**src/common/spi_port_pkg.sv**
```systemverilog
`default_nettype none
package spi_port_pkg;

    // Register locations
    localparam logic [7:0] SFR_IRQ_FLAG = 8'hF8;
    localparam logic [7:0] SFR_CMD = 8'hFD;
    localparam logic [15:0] IO_IRQ_EN = 16'h2701;
    localparam logic [15:0] IO_STATUS = 16'h2708;
    localparam logic [15:0] IO_CONFIG = 16'h270C;

    // Field positions
    localparam int IRQ_FLAG_BIT = 7;
    localparam int IRQ_EN_BIT = 7;
    localparam int PORT_EN_BIT = 4;
    localparam int GUARD_BIT = 3;

    // Reset values
    localparam logic PORT_EN_RST = 1'h1;
    localparam logic GUARD_RST = 1'h0;
    localparam logic IRQ_EN_RST = 1'h0;
    localparam logic [7:0] STATUS_RST = 8'h00;
    localparam logic [7:0] CMD_RST = 8'h00;

    // Guarded write window
    localparam logic [15:0] GUARD_LO = 16'h0400;
    localparam logic [15:0] GUARD_HI = 16'h040F;

    // Quiet command and short count
    localparam logic [6:0] QUIET_CMD_LOW = 7'h00;
    localparam logic [2:0] SHORT_COUNT = 3'h7;

    // Byte slots
    localparam logic [2:0] SLOT_ADDR_LO = 3'h1;
    localparam logic [2:0] SLOT_CMD = 3'h2;
    localparam logic [2:0] SLOT_STATUS = 3'h3;
    localparam logic [2:0] SLOT_DATA = 3'h4;

    // Link timing
    localparam int LINK_PERIOD_NS = 400;
    localparam int CLK_PERIOD_NS = 50;
    localparam int LINK_HALF_CYCLES = LINK_PERIOD_NS / CLK_PERIOD_NS / 2;

    typedef struct packed {
        logic ready_err;
        logic rd_par;
        logic wr_par;
        logic [2:0] count;
        logic flash_mode;
        logic flash_ready;
    } status_s;

    typedef struct packed {
        logic we;
        logic [15:0] addr;
        logic [7:0] wdata;
    } mem_req_s;

    typedef struct packed {
        logic sfr;
        logic [15:0] addr;
        logic wr;
        logic rd;
        logic [7:0] wdata;
    } mpu_req_s;

endpackage : spi_port_pkg
`default_nettype wire

```
**src/hw/pin_sync.sv**
```systemverilog
`timescale 1ns/1ps
`default_nettype none
module pin_sync #(
    parameter int WIDTH = 1,
    parameter logic [WIDTH-1:0] RESET_VAL = '0
) (
    // Clock and reset
    input wire logic clk,
    input wire logic rst_n,
    // Levels in and out
    input wire logic [WIDTH-1:0] async_in,
    output logic [WIDTH-1:0] sync_out
);

    logic [WIDTH-1:0] meta_q;

    initial begin
        if (WIDTH < 1) begin
            $error("WIDTH below one");
        end
    end

    // First stage is read by the second stage only
    always_ff @(posedge clk) begin
        if (!rst_n) begin
            meta_q <= RESET_VAL;
            sync_out <= RESET_VAL;
        end else begin
            meta_q <= async_in;
            sync_out <= meta_q;
        end
    end

endmodule : pin_sync
`default_nettype wire

```
**src/hw/spi_slave_transaction_port.sv**
```systemverilog
// Summary of operation
// - Guard on: memory writes blocked outside 0x400 to 0x40F.
// - Guard bit is config byte bit 3, resets to off.
// - Guard on: command register still updates; writes inside the window still land.
// - One-byte transaction always loads command register and interrupts.
// - Multi-byte: 16-bit address, command, status, then data bytes.
// - Command top bit set reads from address, incrementing per byte.
// - Read end loads command and interrupts unless command is 0x80.
// - Command top bit clear writes at address, incrementing per byte.
// - Write end loads command and interrupts unless command is 0x00.
// - Status reports previous transaction, read-only at 0x2708, resets zero.
// - Status bit 7: device was not ready for the access.
// - Status bit 6: parity of bytes host read, status excluded.
// - Status bit 5: parity of bytes host wrote, address and command in.
// - Status bits 4-2: low count of status and data bytes; short transactions give 111.
// - Status bit 1: flash mode, zero while test pin is low.
// - Status bit 0: flash ready for another write in flash mode.
// - Interrupt flag set by hardware, cleared only by writing zero.
// - Interrupt enable bit gates the interrupt, resets to zero.
// - Port enable bit, set at reset, connects port to its pins.
// - Command register holds last accepted command byte, read-only.
// - Select high: port held idle, output undriven, clock ignored.
// - Transaction starts at first serial clock rise after select falls.
// - Status error bit also flags transaction not ending on byte boundary.
`timescale 1ns/1ps
`default_nettype none
module spi_slave_transaction_port (
    // Clock and reset
    input wire logic clk,
    input wire logic rst_n,
    // Host pins
    input wire logic host_select_n,
    input wire logic host_serial_clock_in,
    input wire logic host_to_device_line,
    output logic device_to_host_line,
    output logic device_to_host_oe,
    output logic port_pins_enable,
    // Flash mode and test pin
    input wire logic test_pin,
    input wire logic flash_programming_mode,
    input wire logic flash_ready,
    // Processor register access
    input wire spi_port_pkg::mpu_req_s mpu_req,
    output logic [7:0] mpu_rdata,
    // Memory access
    output logic mem_req_valid,
    output spi_port_pkg::mem_req_s mem_req,
    input wire logic mem_ack,
    input wire logic [7:0] mem_rdata,
    // Interrupt to processor
    output logic port_irq
);

    ////////////////////////////////////////////////////////////////////////
    // Pin synchronisers

    logic [3:0] pins_s;
    logic sel_n_s;
    logic sck_s;
    logic sdi_s;
    logic test_s;
    logic sck_prev_q;
    logic sel_prev_q;
    logic sel;
    logic sck_rise;
    logic sck_fall;
    logic sel_end;

    pin_sync #(.WIDTH(4), .RESET_VAL(4'h8)) u_sync (
        .clk(clk),
        .rst_n(rst_n),
        .async_in({host_select_n, host_serial_clock_in,
                   host_to_device_line, test_pin}),
        .sync_out(pins_s)
    );

    assign sel_n_s = pins_s[3];
    assign sck_s = pins_s[2];
    assign sdi_s = pins_s[1];
    assign test_s = pins_s[0];

    logic port_en_q;
    logic guard_q;
    logic irq_en_q;
    logic irq_flag_q;
    logic [7:0] cmd_q;
    spi_port_pkg::status_s status_q;

    // Disabled port behaves as if select were held high
    assign sel = !sel_n_s && port_en_q;
    assign port_pins_enable = port_en_q;

    always_ff @(posedge clk) begin
        if (!rst_n) begin
            sck_prev_q <= 1'h0;
            sel_prev_q <= 1'h0;
        end else begin
            sck_prev_q <= sck_s;
            sel_prev_q <= sel;
        end
    end

    assign sck_rise = sel && sck_s && !sck_prev_q;
    assign sck_fall = sel && !sck_s && sck_prev_q;
    assign sel_end = sel_prev_q && !sel;

    ////////////////////////////////////////////////////////////////////////
    // Receive shifter and byte slots

    logic [2:0] bit_cnt_q;
    logic [7:0] rx_q;
    logic [2:0] slot_q;
    logic [2:0] data_cnt_q;
    logic [7:0] first_q;
    logic [15:0] addr_q;
    logic [7:0] txn_cmd_q;
    logic wr_par_q;
    logic rd_par_q;
    logic ready_err_q;
    logic [7:0] rx_byte;
    logic byte_done;
    logic is_read;

    assign rx_byte = {rx_q[6:0], sdi_s};
    assign byte_done = sck_rise && (bit_cnt_q == 3'h7);
    assign is_read = txn_cmd_q[7];

    // Counters restart while select is high
    always_ff @(posedge clk) begin
        if (!rst_n || !sel) begin
            bit_cnt_q <= 3'h0;
            rx_q <= 8'h00;
            slot_q <= 3'h0;
            data_cnt_q <= 3'h0;
        end else if (sck_rise) begin
            bit_cnt_q <= bit_cnt_q + 3'h1;
            rx_q <= rx_byte;
            if (bit_cnt_q == 3'h7) begin
                if (slot_q != spi_port_pkg::SLOT_DATA) begin
                    slot_q <= slot_q + 3'h1;
                end
                if (slot_q >= spi_port_pkg::SLOT_STATUS) begin
                    data_cnt_q <= data_cnt_q + 3'h1;
                end
            end
        end
    end

    // Header capture
    always_ff @(posedge clk) begin
        if (!rst_n) begin
            first_q <= 8'h00;
            txn_cmd_q <= 8'h00;
        end else if (byte_done) begin
            case (slot_q)
                3'h0: first_q <= rx_byte;
                spi_port_pkg::SLOT_CMD: txn_cmd_q <= rx_byte;
                default: first_q <= first_q;
            endcase
        end
    end

    ////////////////////////////////////////////////////////////////////////
    // Memory accesses

    logic read_fetch;
    logic write_store;
    logic wr_allowed;
    logic pending_q;
    logic [7:0] rd_buf_q;
    logic rd_valid_q;
    logic tx_load;
    logic tx_data_slot;

    function automatic logic in_window(input logic [15:0] a);
        in_window = (a >= spi_port_pkg::GUARD_LO)
                    && (a <= spi_port_pkg::GUARD_HI);
    endfunction : in_window

    // Fetch ahead so data is ready before the next byte slot starts
    assign read_fetch = byte_done
                        && (slot_q == spi_port_pkg::SLOT_CMD ? rx_byte[7]
                            : tx_data_slot && is_read);
    assign write_store = byte_done && !is_read
                         && (slot_q == spi_port_pkg::SLOT_DATA);
    assign wr_allowed = !guard_q || in_window(addr_q);

    always_ff @(posedge clk) begin
        if (!rst_n) begin
            addr_q <= 16'h0000;
        end else if (byte_done && slot_q == spi_port_pkg::SLOT_ADDR_LO) begin
            addr_q <= {first_q, rx_byte};
        end else if (read_fetch || write_store) begin
            addr_q <= addr_q + 16'h0001;
        end
    end

    always_ff @(posedge clk) begin
        if (!rst_n) begin
            mem_req_valid <= 1'h0;
            mem_req <= '0;
        end else begin
            mem_req_valid <= read_fetch || (write_store && wr_allowed);
            if (read_fetch) begin
                mem_req <= '{we: 1'h0, addr: addr_q, wdata: 8'h00};
            end else if (write_store) begin
                mem_req <= '{we: 1'h1, addr: addr_q, wdata: rx_byte};
            end
        end
    end

    // Read data returns on acknowledge; an unacked access is a ready error
    always_ff @(posedge clk) begin
        if (!rst_n) begin
            pending_q <= 1'h0;
            rd_buf_q <= 8'h00;
            rd_valid_q <= 1'h0;
        end else begin
            if (mem_req_valid) begin
                pending_q <= 1'h1;
            end else if (mem_ack) begin
                pending_q <= 1'h0;
            end
            if (mem_ack && pending_q && !mem_req.we) begin
                rd_buf_q <= mem_rdata;
                rd_valid_q <= 1'h1;
            end else if ((tx_load && tx_data_slot) || !sel) begin
                rd_valid_q <= 1'h0;
            end
        end
    end

    ////////////////////////////////////////////////////////////////////////
    // Transmit shifter

    logic [7:0] tx_q;

    assign tx_load = sck_fall && (bit_cnt_q == 3'h0)
                     && (slot_q >= spi_port_pkg::SLOT_STATUS);
    assign tx_data_slot = slot_q == spi_port_pkg::SLOT_DATA;

    // Driven in status and read data slots
    always_ff @(posedge clk) begin
        if (!rst_n || !sel) begin
            tx_q <= 8'h00;
            device_to_host_oe <= 1'h0;
        end else if (tx_load) begin
            tx_q <= tx_data_slot ? rd_buf_q : status_q;
            device_to_host_oe <= !tx_data_slot || is_read;
        end else if (sck_fall) begin
            tx_q <= {tx_q[6:0], 1'h0};
        end
    end

    assign device_to_host_line = tx_q[7];

    // Parities and ready error
    always_ff @(posedge clk) begin
        if (!rst_n || (!sel && !sel_end)) begin
            wr_par_q <= 1'h0;
            rd_par_q <= 1'h0;
            ready_err_q <= 1'h0;
        end else begin
            if (byte_done && (slot_q <= spi_port_pkg::SLOT_CMD
                              || !is_read)) begin
                wr_par_q <= wr_par_q ^ (^rx_byte);
            end
            if (sck_rise && tx_data_slot && is_read) begin
                rd_par_q <= rd_par_q ^ tx_q[7];
            end
            if (tx_load && tx_data_slot && is_read) begin
                if (!rd_valid_q) begin
                    ready_err_q <= 1'h1;
                end
            end
            if (mem_req_valid && pending_q && !mem_ack) begin
                ready_err_q <= 1'h1;
            end
        end
    end

    ////////////////////////////////////////////////////////////////////////
    // End of transaction

    logic single_byte;
    logic multi_byte;
    logic cmd_event;

    assign single_byte = (slot_q == 3'h1) && (bit_cnt_q == 3'h0);
    assign multi_byte = slot_q >= spi_port_pkg::SLOT_STATUS;
    assign cmd_event = sel_end && (single_byte
        || (multi_byte
            && txn_cmd_q[6:0] != spi_port_pkg::QUIET_CMD_LOW));

    always_ff @(posedge clk) begin
        if (!rst_n) begin
            status_q <= spi_port_pkg::STATUS_RST;
        end else begin
            if (sel_end) begin
                status_q.ready_err <= ready_err_q
                                      || (bit_cnt_q != 3'h0);
                status_q.rd_par <= rd_par_q;
                status_q.wr_par <= wr_par_q;
                status_q.count <= (slot_q < spi_port_pkg::SLOT_DATA)
                                  ? spi_port_pkg::SHORT_COUNT
                                  : data_cnt_q;
            end
            status_q.flash_mode <= flash_programming_mode && test_s;
            status_q.flash_ready <= flash_programming_mode
                                    && test_s && flash_ready;
        end
    end

    // Command register keeps its value across idle periods
    always_ff @(posedge clk) begin
        if (!rst_n) begin
            cmd_q <= spi_port_pkg::CMD_RST;
        end else if (cmd_event) begin
            cmd_q <= single_byte ? first_q : txn_cmd_q;
        end
    end

    ////////////////////////////////////////////////////////////////////////
    // Processor registers

    logic flag_clear;

    assign flag_clear = mpu_req.wr && mpu_req.sfr
                        && mpu_req.addr[7:0] == spi_port_pkg::SFR_IRQ_FLAG
                        && !mpu_req.wdata[spi_port_pkg::IRQ_FLAG_BIT];

    // A new event in the clearing cycle wins
    always_ff @(posedge clk) begin
        if (!rst_n) begin
            irq_flag_q <= 1'h0;
        end else if (cmd_event) begin
            irq_flag_q <= 1'h1;
        end else if (flag_clear) begin
            irq_flag_q <= 1'h0;
        end
    end

    always_ff @(posedge clk) begin
        if (!rst_n) begin
            port_en_q <= spi_port_pkg::PORT_EN_RST;
            guard_q <= spi_port_pkg::GUARD_RST;
            irq_en_q <= spi_port_pkg::IRQ_EN_RST;
        end else if (mpu_req.wr && !mpu_req.sfr) begin
            if (mpu_req.addr == spi_port_pkg::IO_CONFIG) begin
                port_en_q <= mpu_req.wdata[spi_port_pkg::PORT_EN_BIT];
                guard_q <= mpu_req.wdata[spi_port_pkg::GUARD_BIT];
            end
            if (mpu_req.addr == spi_port_pkg::IO_IRQ_EN) begin
                irq_en_q <= mpu_req.wdata[spi_port_pkg::IRQ_EN_BIT];
            end
        end
    end

    assign port_irq = irq_flag_q && irq_en_q;

    // Read data is registered; unmapped locations read zero
    always_ff @(posedge clk) begin
        if (!rst_n) begin
            mpu_rdata <= 8'h00;
        end else if (mpu_req.rd) begin
            mpu_rdata <= 8'h00;
            if (mpu_req.sfr) begin
                case (mpu_req.addr[7:0])
                    spi_port_pkg::SFR_CMD: mpu_rdata <= cmd_q;
                    spi_port_pkg::SFR_IRQ_FLAG:
                        mpu_rdata[spi_port_pkg::IRQ_FLAG_BIT] <= irq_flag_q;
                    default: mpu_rdata <= 8'h00;
                endcase
            end else begin
                case (mpu_req.addr)
                    spi_port_pkg::IO_STATUS: mpu_rdata <= status_q;
                    spi_port_pkg::IO_IRQ_EN:
                        mpu_rdata[spi_port_pkg::IRQ_EN_BIT] <= irq_en_q;
                    spi_port_pkg::IO_CONFIG: begin
                        mpu_rdata[spi_port_pkg::PORT_EN_BIT] <= port_en_q;
                        mpu_rdata[spi_port_pkg::GUARD_BIT] <= guard_q;
                    end
                    default: mpu_rdata <= 8'h00;
                endcase
            end
        end
    end

endmodule : spi_slave_transaction_port
`default_nettype wire

```
**config.mk**
```make
export PLATFORM = sky130hd
export DESIGN_NAME = spi_slave_transaction_port
export DESIGN_NICKNAME = d
export VERILOG_FILES = /design/src/common/spi_port_pkg.sv /design/src/hw/pin_sync.sv /design/src/hw/spi_slave_transaction_port.sv
export SDC_FILE = /design/constraint.sdc
export NUM_CORES = 1
export LEC_CHECK = 0
export BUFFER_PORTS_ARGS = -buffer_cell sky130_fd_sc_hd__buf_2
export CORE_MARGIN = 1
export CORE_UTILIZATION = 40
export DETAILED_ROUTE_END_ITERATION = 10
export PLACE_DENSITY = 0.62
export SYNTH_ARGS = -nofsm -noshare
export SYNTH_HDL_FRONTEND = slang
export SYNTH_HIERARCHICAL = 1
export SYNTH_SLANG_ARGS = --single-unit
```
**constraint.sdc**
```tcl
create_clock -name clk -period 1.8 [get_ports clk]
set_input_delay 0.09 -clock clk [delete_from_list [all_inputs] [get_ports clk]]
set_output_delay 0.09 -clock clk [all_outputs]
set_load 0.05 [all_outputs]
```
After elaboration in Yosys (flattened, before gate mapping)
Index checks and enable logic that the tools add are counted.
{ "op_classes": {"n_addsub": 4, "n_eq_ne": 11, "n_mux": 26, "n_reduce_logical": 79, "bitwise": 3, "magnitude_cmp": 5} }
{ "ops": {"columns": ["op", "count"], "rows": [
  ["$eq 16x14->1 const B", 3],
  ["$mux 24", 2],
  ["$mux 8", 5],
  ["$logic_and 1x1->1", 36],
  ["$mux 16", 2],
  ["$add 16x1->16 const B", 1],
  ["$eq 8x8->1 const B", 2],
  ["$ge 16x11->1 const B", 1],
  ["$le 16x11->1 const B", 1],
  ["$reduce_bool 2->1", 7],
  ["$logic_not 1->1", 13],
  ["$logic_or 1x1->1", 10],
  ["$mux 1", 10],
  ["$reduce_and 2->1", 5],
  ["$add 3x1->3 const B", 3],
  ["$reduce_xor 8->1", 1],
  ["$mux 7", 1],
  ["$reduce_bool 7->1", 1],
  ["$eq 3x3->1 const B", 2],
  ["$logic_not 3->1", 2],
  ["$mux 3", 2],
  ["$reduce_and 3->1", 2],
  ["$pmux 1 s2", 2],
  ["$pmux 2 s2", 1],
  ["other kinds (12)", 13]
]} }
{ "totals": {"word_cells": 163, "register_bits": 134, "out_inout_bits": 38, "in_bits": 44} }

Longest topological paths before layout
Gate-level depths: netlist (run 1).
{ "depth": {"word_depth": 10, "ltp_mapped": 10, "mapped_depth_nobuf": 7} }

Hierarchy
The synthesis (run 1) kept the hierarchy.
{ "by_module_without_submodules": {"columns": ["module", "cells_per_inst", "n_inst", "area_each_um2"], "rows": [
  ["spi_slave_transaction_port", 665, 1, 5705.5],
  ["pin_sync", 16, 1, 210.2]
]} }

Worst setup path before layout (run 1)
No wires, ideal clock.
{ "synth_path": {"path_type": "reg-to-reg", "start": "register slot_q[0]", "end": "register mem_req[17] (netlist name)", "required_time_ns": 1.672, "slack_ns": -0.209, "t_arrival_ns": 1.881, "stages_incl_launch_ff": 9, "path_cell_list": "dfxtp_1 > inv_1 > ha_1 > and3b_1 > buf_2 > o211ai_4 > buf_2 > mux2i_1 > nor2_1"} }
{ "synth_between": {"elab_chain_len": 5, "elab_cells_between_ends": 8} }
{ "synth_rtl": {"columns": ["element", "line_no", "text"], "rows": [
  ["start: declaration", "spi_slave_transaction_port.sv:112", "logic [2:0] slot_q;"],
  ["start signal: assignment", "spi_slave_transaction_port.sv:140", "slot_q <= slot_q + 3'h1;"],
  ["$eq 3x3->1", "spi_slave_transaction_port.sv:185, spi_slave_transaction_port.sv:240", null],
  ["$logic_and 1x1->1", "spi_slave_transaction_port.sv:183", ": tx_data_slot && is_read);"],
  ["$mux 1", "spi_slave_transaction_port.sv:182", "&& (slot_q == spi_port_pkg::SLOT_CMD ? rx_byte[7]"],
  ["$logic_and 1x1->1", "spi_slave_transaction_port.sv:182", null],
  ["$mux 24 or $reduce_bool 2->1 (tied branches)", null, null],
  ["end signal: assignment", "spi_slave_transaction_port.sv:205", "mem_req <= '{we: 1'h0, addr: addr_q, wdata: 8'h00};"],
  ["end signal: assignment", "spi_slave_transaction_port.sv:207", "mem_req <= '{we: 1'h1, addr: addr_q, wdata: rx_byte};"],
  ["end: declaration", "spi_slave_transaction_port.sv:47", "output spi_port_pkg::mem_req_s mem_req,"]
]} }
Parallel ways exist; a longest one is shown, timed or not.
A chain may end at the register's enable or synchronous reset.

Worst setup path after layout (run 1)
{ "layout_path": {"start": "register slot_q[0]", "end": "register addr_q[2]"} }
{ "layout_between": {"elab_chain_len": 6, "elab_cells_between_ends": 11} }
{ "layout_rtl": {"columns": ["element", "line_no", "text"], "rows": [
  ["$eq 3x3->1", "spi_slave_transaction_port.sv:185, spi_slave_transaction_port.sv:240", null],
  ["$logic_and 1x1->1", "spi_slave_transaction_port.sv:183", null],
  ["$mux 1", "spi_slave_transaction_port.sv:182", null],
  ["$logic_and 1x1->1", "spi_slave_transaction_port.sv:182", null],
  ["$logic_or 1x1->1", "spi_slave_transaction_port.sv:193", "end else if (read_fetch || write_store) begin"],
  ["$reduce_bool 2->1 (no source line)", null, null],
  ["end signal: assignment", "spi_slave_transaction_port.sv:192", "addr_q <= {first_q, rx_byte};"],
  ["end signal: assignment", "spi_slave_transaction_port.sv:194", "addr_q <= addr_q + 16'h0001;"],
  ["end: declaration", "spi_slave_transaction_port.sv:115", "logic [15:0] addr_q;"]
]} }
Parallel ways exist; a longest one is shown, timed or not.

==> results of run 1 <==
logic make-up after synthesis:
logic type | synth area share (%)
XOR/XNOR | 3.11
AND/OR/NAND/NOR | 23.1
flip-flops | 45.3
buffers and inverters | 4.04
adder cells (fa/ha/maj) | 2.33
AO/OA/AOI/OAI | 13.9
multiplexers | 8.12
layer usage:
| layer | GRT usage [%] | vias to the layer above |
|---|---|---|
| met2 | 37.9 | 136 |
| met5 | 0 | - |
| met1 | 26.9 | 2584 |
| met4 | 10.2 | 0 |
| met3 | 4.49 | 20 |
| li1 | - | 2670 |
through the flow:
stage,cells,hold slack [ns],area [um2],setup TNS [ns]
floorplan,681,0.163,5950,0
detailed placement,963,0.275,6880,-1.90
finish,1021,0.0428,7960,0
global placement,963,0.273,6880,-0.142
global route,1021,0.0605,7960,-0.0868
CTS,1016,0.0215,7700,-0.0538
how the worst max path moves through the flow:
stage	start	endpoint	slack [ns]	cells after the start
final	slot_q[0]	addr_q[2]	0.05	6
after global routing	addr_q[1]	addr_q[14]	-0.03	7
after CTS	slot_q[0]	mem_req[9]	-0.01	8
after detailed placement	slot_q[0]	addr_q[2]	-0.09	7
after global placement	slot_q[0]	addr_q[13]	-0.03	9
after floorplan	slot_q[0]	mem_req[20]	0.002	8
flip-flops by register name, summed over array words and instances (netlist names), 8 cells and up:
register,cells
first_q,8
cmd_q,8
mpu_rdata,8
status_q,8
rd_buf_q,8
txn_cmd_q,8
addr_q,16
tx_q,8
mem_req,25
layout make-up:
| cell class | instances | area share [%] |
|---|---|---|
| multi-input cells | 492 | 40.1 |
| flip-flops and latches | 134 | 33.9 |
| repair buffers | 167 | 15.6 |
| clock buffers | 25 | 6.49 |
| well taps | 184 | 2.89 |
| inverters | 16 | 0.786 |
| clock inverters | 3 | 0.220 |
layout by cell type, fill, tap and decap left out, types with 4 or more instances in the layout:
master / netlist / final
a211oi_1: 14 / 10
a21oi_1: 47 / 45
a22oi_1: 13 / 12
a311oi_1: 5 / 5
a31oi_1: 9 / 9
and2_1: 13 / 11
buf_12: 0 / 5
buf_2: 11 / 76
buf_4: 4 / 58
buf_6: 0 / 8
clkbuf_16: 0 / 19
clkbuf_8: 0 / 4
dfxtp_1: 134 / 129
dlygate4sd3_1: 0 / 18
ha_1: 11 / 8
inv_1: 15 / 13
mux2i_1: 48 / 45
nand2_1: 84 / 84
nand2b_1: 6 / 6
nand3_1: 31 / 31
nand4_1: 4 / 4
nor2_1: 87 / 84
nor2b_1: 7 / 6
nor3_1: 7 / 7
nor4_1: 7 / 6
nor4b_1: 4 / 4
o21ai_0: 28 / 25
xnor2_1: 15 / 15
xor2_1: 6 / 6
critical path: stages, from the launching register on:
cell and delay, ns:
dfxtp_4 0.37, buf_4 0.14, nor3b_4 0.17, buf_4 0.19
o211ai_2 0.16, or3_1 0.35, a311oi_1 0.27
report_power, final:
group / switching, mW / internal, mW / total (mW)
clock: 1.20 / 1.95 / 3.16
combinational: 0.147 / 0.107 / 0.254
sequential: 0.0140 / 2.99 / 3.00
total: 1.37 / 5.05 / 6.41
timing repair:
action                     4_1_cts  5_1_grt
setup endpoints to repair       53       57
pin swaps                        4       10
hold endpoints to repair        17        0
hold buffers                    18        0
cloned                           1        2
gates resized for setup          9       42
setup buffers                    6        4
==> impl_metrics.env, run 1 <==
export IMPL_status="finished, final reports clean"
export IMPL_antenna_found_initial=0
export IMPL_routed_wirelength_um=16600
export IMPL_synthesis_instances=681
export IMPL_crit_required_ns=2.12
export IMPL_die_area_um2=15300
export IMPL_synth_nets=736
export IMPL_cts_buffers=17
export IMPL_area_sequential_um2=2690
export IMPL_postLayoutCoreUtil_pct=55.0
export IMPL_die_h_um=124
export IMPL_endpoint_kind="flip-flop"
export IMPL_fin_ws_ns=0.0524
export IMPL_synth_area_leaders="dfxtp_1, mux2i_1, nor2_1"
export IMPL_top_layer_used="met4"
export IMPL_vias=5410
export IMPL_p_per_area_nw_per_um2=806
export IMPL_whs_endpoint="mpu_rdata[0]"
export IMPL_ioPinCount=82
export IMPL_ys_flop_type="dfxtp_1"
export IMPL_clockBufferDepth=2
export IMPL_synth_most_common_cell="dfxtp_1"
export IMPL_yosysWarningCount=6
export IMPL_hold_class="input port to flip-flop"
export IMPL_hold_viol_final=0
export IMPL_clock_latency_ns=0.41
export IMPL_grt_pass1_wl_um=25800
export IMPL_synth_edf_count=0
export IMPL_overflow=0
export IMPL_drc=0
export IMPL_layout_worst_path_cycle_share_pct=97.1
export IMPL_rows=44
export IMPL_hold_depth=2
export IMPL_max_slew_margin_pct=67.2
export IMPL_grt_pass1_vias=5171
export IMPL_fin_worst_skew_ns=0.00623
export IMPL_drive_above_1_share_pct=26.8
export IMPL_cts_tree="done"
export IMPL_drtIter0Drc=330
export IMPL_period_needed_ns=1.75
export IMPL_clock_sinks=134
export IMPL_ant_nets=0
export IMPL_setup_violations=0
export IMPL_min_from="mpu_req[8]"
export IMPL_arrival_ns=2.07
export IMPL_h_tree_depth=4
export IMPL_synth_top_area_share_pct=45.3
export IMPL_io_buffers=76
export IMPL_routabilityCongestion=0.837
export IMPL_avgViaCountPerCell=5.30
export IMPL_maxCapViolations=0
export IMPL_root_buffer="clkbuf_16"
export IMPL_synth_top_cells_by_count="dfxtp_1, nor2_1, nand2_1"
export IMPL_track_usage_pct=22.3
export IMPL_layout_nets=883
export IMPL_p_leak_nw=3.30
export IMPL_ir_worst_vdd_mv=0.669
export IMPL_syn_avg_cell_area_um2=8.69
export IMPL_hpwl_um=11700
export IMPL_chipWidth_um=124
export IMPL_start_util_pct=40.9
export IMPL_fp_coreArea_um2=14500
export IMPL_cp_start_kind="flip-flop"
export IMPL_reg2reg_depth=6
export IMPL_drt_met1_wl_um=7330
export IMPL_syn_to_final_growth_pct=34.5
export IMPL_slew_violations=0
export IMPL_n_antenna_cell=0
export IMPL_reg2reg_slack_ns=0.05
export IMPL_nFillCells=1308
export IMPL_grt_max_degree=46
export IMPL_crit_type="flip-flop to flip-flop"
export IMPL_ys_async_sr_fraction_pct=0
export IMPL_crit_path_max_fanout=6
export IMPL_routedWlPerCell_um=16.3
export IMPL_yosys_area_top_type="dfxtp_1"
export IMPL_wl_met2_um=8260
export IMPL_ys_types=58
export IMPL_wl_met3_um=635
export IMPL_yosys_register_bits=134
export IMPL_finalPower_mw=6.41
export IMPL_fmax_ghz=0.572
export IMPL_rsz0062_at_grt="true"
export IMPL_drt_pass1_iter_count=5
export IMPL_multi_input_area_um2=3190
export IMPL_r2r_end="addr_q[2]"
export IMPL_synthesis_area_um2=5920
export IMPL_worst_slew_pin_slew_ns=0.487
export IMPL_reg2reg_from="slot_q[0]"
export IMPL_dp_slack_ns=-0.0942
export IMPL_clkTransAtPathRegs_ns=0.06
export IMPL_ys_seq_area_share_pct=45.3
Power figures use the tool's default switching activity.
==> inputs of run 2 (changes only) <==
--- a/config.mk
+++ b/config.mk
@@ -6,10 +6,11 @@
 export NUM_CORES = 1
 export LEC_CHECK = 0
 export BUFFER_PORTS_ARGS = -buffer_cell sky130_fd_sc_hd__buf_2
-export CORE_MARGIN = 1
+export CORE_MARGIN = 2
 export CORE_UTILIZATION = 40
 export DETAILED_ROUTE_END_ITERATION = 10
 export PLACE_DENSITY = 0.62
+export SETUP_SLACK_MARGIN = 0.1
 export SYNTH_ARGS = -nofsm -noshare
 export SYNTH_HDL_FRONTEND = slang
 export SYNTH_HIERARCHICAL = 1
==> run 2 against run 1 <==
Net effect:
- flip-flop and latch count unchanged
- the flow now finishes with violations (setup timing)
- register-to-register slack worse by 0.12 ns
- final area up 2.7%
==> impl_metrics.env, run 2 (synthesis results as in run 1) <==
export IMPL_track_usage_pct=20.8
export IMPL_die_h_um=126
export IMPL_layout_nets=890
export IMPL_endpoint_kind="flip-flop"
export IMPL_grt_max_degree=31
export IMPL_violations="setup timing"
export IMPL_layout_worst_path_cycle_share_pct=104
export IMPL_maxCapViolations=0
export IMPL_n_antenna_cell=0
export IMPL_finalPower_mw=6.75
export IMPL_hpwl_um=11400
export IMPL_drtIter0Drc=307
export IMPL_avgViaCountPerCell=5.29
export IMPL_die_area_um2=15800
export IMPL_rsz0062_at_grt="true"
export IMPL_crit_required_ns=2.10
export IMPL_cpPeakStageDelay_ns=0.39
export IMPL_clockBufferDepth=2
export IMPL_start_util_pct=40.9
export IMPL_status="finished, violations left"
export IMPL_nFillCells=1276
export IMPL_routedWlPerCell_um=15.8
export IMPL_cts_buffers=17
export IMPL_period_needed_ns=1.87
export IMPL_ant_nets=0
export IMPL_cpMaxStageDelayCell="dfxtp_4"
export IMPL_fin_worst_skew_ns=0.0115
export IMPL_hold_viol_final=0
export IMPL_largest_register_ffs=25
export IMPL_cts_tree="done"
export IMPL_largest_register="mem_req"
export IMPL_p_per_area_nw_per_um2=827
export IMPL_drt_pass1_iter_count=5
export IMPL_slew_violations=0
export IMPL_max_slew_margin_pct=66.0
export IMPL_worst_slew_pin_slew_ns=0.504
export IMPL_crit_chain="ha_2, ha_4, a211oi_4, buf_4, nor3_4, buf_4, nand3_1, o21ai_0, a21oi_1"
export IMPL_cp_common_cell="buf_4"
export IMPL_hold_worst_slack_ns=0.0151
export IMPL_antenna_found_initial=0
export IMPL_h_tree_depth=4
export IMPL_grt_pass1_wl_um=26500
export IMPL_fin_ws_ns=-0.0690
export IMPL_root_buffer="clkbuf_16"
export IMPL_drc=0
export IMPL_syn_to_final_growth_pct=38.1
export IMPL_setup_violations=2
export IMPL_arrival_ns=2.17
export IMPL_drive_above_1_share_pct=30.6
export IMPL_crit_path_max_fanout=7
export IMPL_grt_pass1_vias=5421
export IMPL_hold_class="input port to flip-flop"
export IMPL_clock_sinks=134
export IMPL_rows=44
export IMPL_crit_type="flip-flop to flip-flop"
export IMPL_clkTransAtPathRegs_ns=0.06
export IMPL_io_buffers=76
export IMPL_final_cell_mix="dfxtp_1, nand2_1, nor2_1, buf_2, buf_4"
export IMPL_fp_coreArea_um2=14500
export IMPL_routed_wirelength_um=16300
export IMPL_clock_latency_ns=0.42
export IMPL_final_common_cell="dfxtp_1"
export IMPL_reg_top3="mem_req x25, addr_q x16"
export IMPL_routabilityCongestion=0.832
export IMPL_vias=5454
export IMPL_p_leak_nw=3.37
export IMPL_overflow=0
export IMPL_fmax_ghz=0.535
export IMPL_chipWidth_um=126
export IMPL_ioPinCount=82
export IMPL_ir_worst_vdd_mv=0.650
export IMPL_cp_start_kind="flip-flop"
## run 2: changes by cell type in the layout (fill, tap and decap cells not counted), sizes merged
cell	change
buf	+7
bufbuf	-1
bufinv	+3
clkbuf	-3
clkinvlp	+1
dlygate4sd3	+1
inv	+1
o211ai	-1
o21a	+2
## run 2: stage by stage
step	cell area, um2	utilization (%)	worst slack (ns)	instances	setup TNS (ns)
after detailed placement	6900	47.6	-0.0926	965	-0.605
after global routing	8170	56.4	-0.119	1031	-1.31
after global placement	6900	47.6	0.0182	965	0
after CTS	7870	54.3	0.0132	1024	0
after floorplan	5980	-	0.0327	681	0
final	8170	56.4	-0.0690	1031	-0.0740
## run 2: path summary, 6_finish.rpt
check,cells past startpoint,slack [ns],from,to
max,9,-0.07,slot_q[0],tx_q[4]
min,2,0.02,mpu_req[8],mpu_rdata[1]
max reg2reg,9,-0.07,slot_q[0],tx_q[4]
min reg2reg,1,0.41,u_sync/meta_q[3],u_sync/sync_out[3]
## run 2: what timing repair did
item | in CTS | in global routing
cloned | 2 | 0
pin swaps | 11 | 19
resized for setup | 29 | 61
hold buffers | 19 | 0
setup endpoints to repair | 58 | 77
endpoints found under the hold margin | 18 | 0
buffers inserted | 7 | 7
## run 2: final cells by class
| class | count | area, um2 | area share (%) |
|---|---|---|---|
| clock inverters | 8 | 124 | 1.52 |
| multi-input cells | 493 | 3350 | 41.0 |
| well taps | 184 | 230 | 2.82 |
| flip-flops and latches | 134 | 2710 | 33.1 |
| repair buffers | 173 | 1230 | 15.1 |
| inverters | 16 | 62.6 | 0.766 |
| clock buffers | 23 | 468 | 5.73 |
## run 2: power by group
| group | total [mW] | switching [mW] | leakage (nW) | internal [mW] |
|---|---|---|---|---|
| registers | 3.00 | 0.0132 | 1.09 | 2.98 |
| clock network | 3.50 | 1.26 | 0.284 | 2.24 |
| logic | 0.256 | 0.146 | 2.00 | 0.110 |
## run 2: critical path: cells and delay by family (launching register included)
| family | cells | cell delay (ns) |
|---|---|---|
| flops | 1 | 0.39 |
| fa+ha+maj | 2 | 0.36 |
| compound gates | 3 | 0.23 |
| buf+inv | 2 | 0.33 |
| simple gates | 2 | 0.42 |
## run 2: routing by layer
layer  GRT usage (%)  wire length (um)  up-vias
li1                -                 -     2694
met3            4.84               530       26
met5               0                 0        -
met2            36.2              8230      113
met4            6.67               332        0
met1            25.5              7240     2621
==> inputs of run 3 (changes only) <==
--- a/config.mk
+++ b/config.mk
@@ -5,6 +5,7 @@
 export SDC_FILE = /design/constraint.sdc
 export NUM_CORES = 1
 export LEC_CHECK = 0
+export ABC_AREA = 1
 export BUFFER_PORTS_ARGS = -buffer_cell sky130_fd_sc_hd__buf_2
 export CORE_MARGIN = 2
 export CORE_UTILIZATION = 40
==> run 3 against run 2 <==
Net effect:
- critical endpoint is now mem_req[10]
- power decreased by 0.82%
- maximum frequency up 16%
- critical path depth fell by 1
- utilization shrank 4.2 points
- largest cell class unchanged
- the run now ends clean
- highest routed layer unchanged
==> impl_metrics.env, run 3 <==
export IMPL_layout_nets=1066
export IMPL_synthesis_area_um2=6170
export IMPL_crit_path_max_fanout=6
export IMPL_ys_async_sr_fraction_pct=0
export IMPL_start_util_pct=40.7
export IMPL_fp_coreArea_um2=15100
export IMPL_max_slew_margin_pct=72.1
export IMPL_synth_top_area_share_pct=43.5
export IMPL_layout_worst_path_cycle_share_pct=89.6
export IMPL_dp_cells=1152
export IMPL_grt_max_degree=72
export IMPL_clockPowerShare_pct=51.2
export IMPL_reg_top3="mem_req x25, addr_q x16"
export IMPL_hpwl_um=11300
export IMPL_grt_pass1_wl_um=25900
export IMPL_die_h_um=128
export IMPL_fin_worst_skew_ns=0.00747
export IMPL_hold_class="input port to flip-flop"
export IMPL_track_usage_pct=20.0
export IMPL_cpPeakStageDelay_ns=0.36
export IMPL_min_from="mem_ack"
export IMPL_instances_no_fill=1211
export IMPL_postPlaceCellArea_um2=6920
export IMPL_ioPinCount=82
export IMPL_synth_edf_count=0
export IMPL_drive_above_1_share_pct=19.2
export IMPL_rsz0062_at_grt="true"
export IMPL_yosys_register_bits=134
export IMPL_final_common_cell="nand2_1"
export IMPL_slew_violations=0
export IMPL_rows=45
export IMPL_p_sw_mw=1.42
export IMPL_crit_start="bit_cnt_q[0]"
export IMPL_synth_most_common_cell="nand2_1"
export IMPL_syn_to_final_growth_pct=28.2
export IMPL_n_antenna_cell=0
export IMPL_routedWlPerCell_um=13.5
export IMPL_hold_viol_final=0
export IMPL_crit_type="flip-flop to flip-flop"
export IMPL_die_area_um2=16400
export IMPL_drtIter0Drc=507
export IMPL_clock_sinks=134
export IMPL_cts_tree="done"
export IMPL_io_buffers=76
export IMPL_nFillCells=1516
export IMPL_yosys_area_top_type="dfxtp_1"
export IMPL_drt_pass1_iter_count=5
export IMPL_synth_top_cells_by_count="nand2_1, dfxtp_1, inv_1"
export IMPL_clockBufferDepth=2
export IMPL_h_tree_depth=4
export IMPL_p_int_mw=5.28
export IMPL_ys_types=35
export IMPL_drc=0
export IMPL_cts_buffers=17
export IMPL_netSwitchingFraction_pct=21.2
export IMPL_crit_chain="ha_1, ha_2, nand3_4, inv_8, buf_4, o21ai_4, o21ai_0, nor2_1"
export IMPL_antenna_found_initial=0
export IMPL_yosysWarningCount=6
export IMPL_ant_nets=0
export IMPL_synthesis_instances=884
export IMPL_avgViaCountPerCell=4.96
export IMPL_clock_latency_ns=0.42
export IMPL_final_area_um2=7910
export IMPL_cp_start_kind="flip-flop"
export IMPL_clkTransAtPathRegs_ns=0.06
export IMPL_routabilityCongestion=0.852
export IMPL_overflow=0
export IMPL_period_needed_ns=1.61
export IMPL_p_leak_nw=3.49
export IMPL_crit_required_ns=2.10
export IMPL_cpMaxStageDelayCell="o21ai_0"
export IMPL_power_frac_seq_pct=44.8
export IMPL_ys_flop_type="dfxtp_1"
export IMPL_root_buffer="clkbuf_16"
export IMPL_worst_slew_pin_slew_ns=0.413
export IMPL_synth_nets=939
export IMPL_vias=6007
export IMPL_ir_worst_vdd_mv=0.650
export IMPL_largest_register="mem_req"
export IMPL_p_per_area_nw_per_um2=847
export IMPL_maxCapViolations=0
export IMPL_reg2reg_from="bit_cnt_q[0]"
export IMPL_grt_pass1_vias=5219
export IMPL_fin_ws_ns=0.187
export IMPL_arrival_ns=1.91
export IMPL_ys_seq_area_share_pct=43.5
export IMPL_routed_wirelength_um=16300
export IMPL_syn_avg_cell_area_um2=6.98
export IMPL_final_cell_mix="nand2_1, dfxtp_1, inv_1, a21oi_1"
export IMPL_status="finished, final reports clean"
export IMPL_setup_violations=0
export IMPL_synth_area_leaders="dfxtp_1, nand2_1, a21oi_1"
export IMPL_fmax_ghz=0.620
export IMPL_chipWidth_um=128
export IMPL_endpoint_kind="flip-flop"
export IMPL_largest_register_ffs=25
export IMPL_hold_worst_slack_ns=0.0180
export IMPL_p_comb_share_pct=3.9
export IMPL_dp_slack_ns=-0.00223
==> run 3: cell types whose count changed in the layout (fill, tap and decap cells not counted), moves of 8 or more <==
cell / previous run / this run
a22oi_1: 10 / 0
buf_6: 9 / 1
buf_4: 65 / 34
o21ai_0: 24 / 73
nand2_1: 83 / 214
and2_1: 12 / 0
xnor2_1: 14 / 0
a21oi_1: 43 / 90
mux2i_1: 47 / 0
inv_1: 13 / 91
nand3_1: 29 / 74
nand4_1: 4 / 17
==> run 3: power by group through the flow <==
stage | Clock, mW | Sequential (mW) | Combinational, mW
global placement | 0 | 3.07 | 0.236
CTS | 3.50 | 3.00 | 0.264
detailed placement | 0 | 3.07 | 0.235
floorplan | 0 | 3.09 | 0.113
global route | 3.62 | 3.00 | 0.293
finish | 3.43 | 3.00 | 0.263
==> run 3: per-layer routing <==
layer	vias up	global-route usage, %	wire length, um
li1	3144	-	-
met3	17	4.76	831
met5	-	0	0
met4	0	5.69	189
met2	163	29.2	7000
met1	2683	29.2	8320
==> run 3: worst max-delay path, delay by kind of cell (launching register included) <==
kind            cells  cell delay [ns]
flops               1             0.33
simple gates        2             0.17
compound gates      2             0.43
fa+ha+maj           2             0.33
buf+inv             2             0.23
==> run 3: cells by family after synthesis <==
group | after synthesis | share of synthesized area (%)
XOR/XNOR | 4 | 0.568
flip-flops | 134 | 43.5
AND/OR/NAND/NOR | 413 | 29.1
buffers and inverters | 132 | 8.66
AO/OA/AOI/OAI | 190 | 16.0
adder cells (fa/ha/maj) | 11 | 2.23
==> run 3: what timing repair did <==
action                                  CTS  global route
endpoints found under the hold margin    16             0
setup buffers                             0             8
gates resized for setup                   7            34
gates cloned                              1             3
endpoints found under the setup margin   17            60
hold buffers                             16             0
pin swaps                                 1             7
==> run 3: area by class of cell <==
type	instances	area, um2	area share, %
Multi-Input combinational cell	618	3030	38.3
Sequential cell	134	2690	34.0
Timing Repair Buffer	133	945	11.9
Clock buffer	20	447	5.64
Inverter	106	428	5.41
Tap cell	188	235	2.97
Clock inverter	11	133	1.68
Timing Repair inverter	1	5.00	0.0632
==> run 3: final timing paths <==
path	to	slack, ns	cells after the start
setup / recovery	mem_req[10]	0.19	8
hold / removal	pending_q	0.02	4
setup reg to reg	mem_req[10]	0.19	8
hold reg to reg	u_sync/sync_out[3]	0.40	2
==> run 3: stage by stage <==
step	util, %	total power [mW]	setup TNS [ns]
after global placement	45.7	3.30	0
after CTS	50.9	6.77	0
after detailed placement	45.7	3.30	-0.00658
after floorplan	-	3.21	0
final	52.3	6.70	0
after global routing	52.3	6.92	0
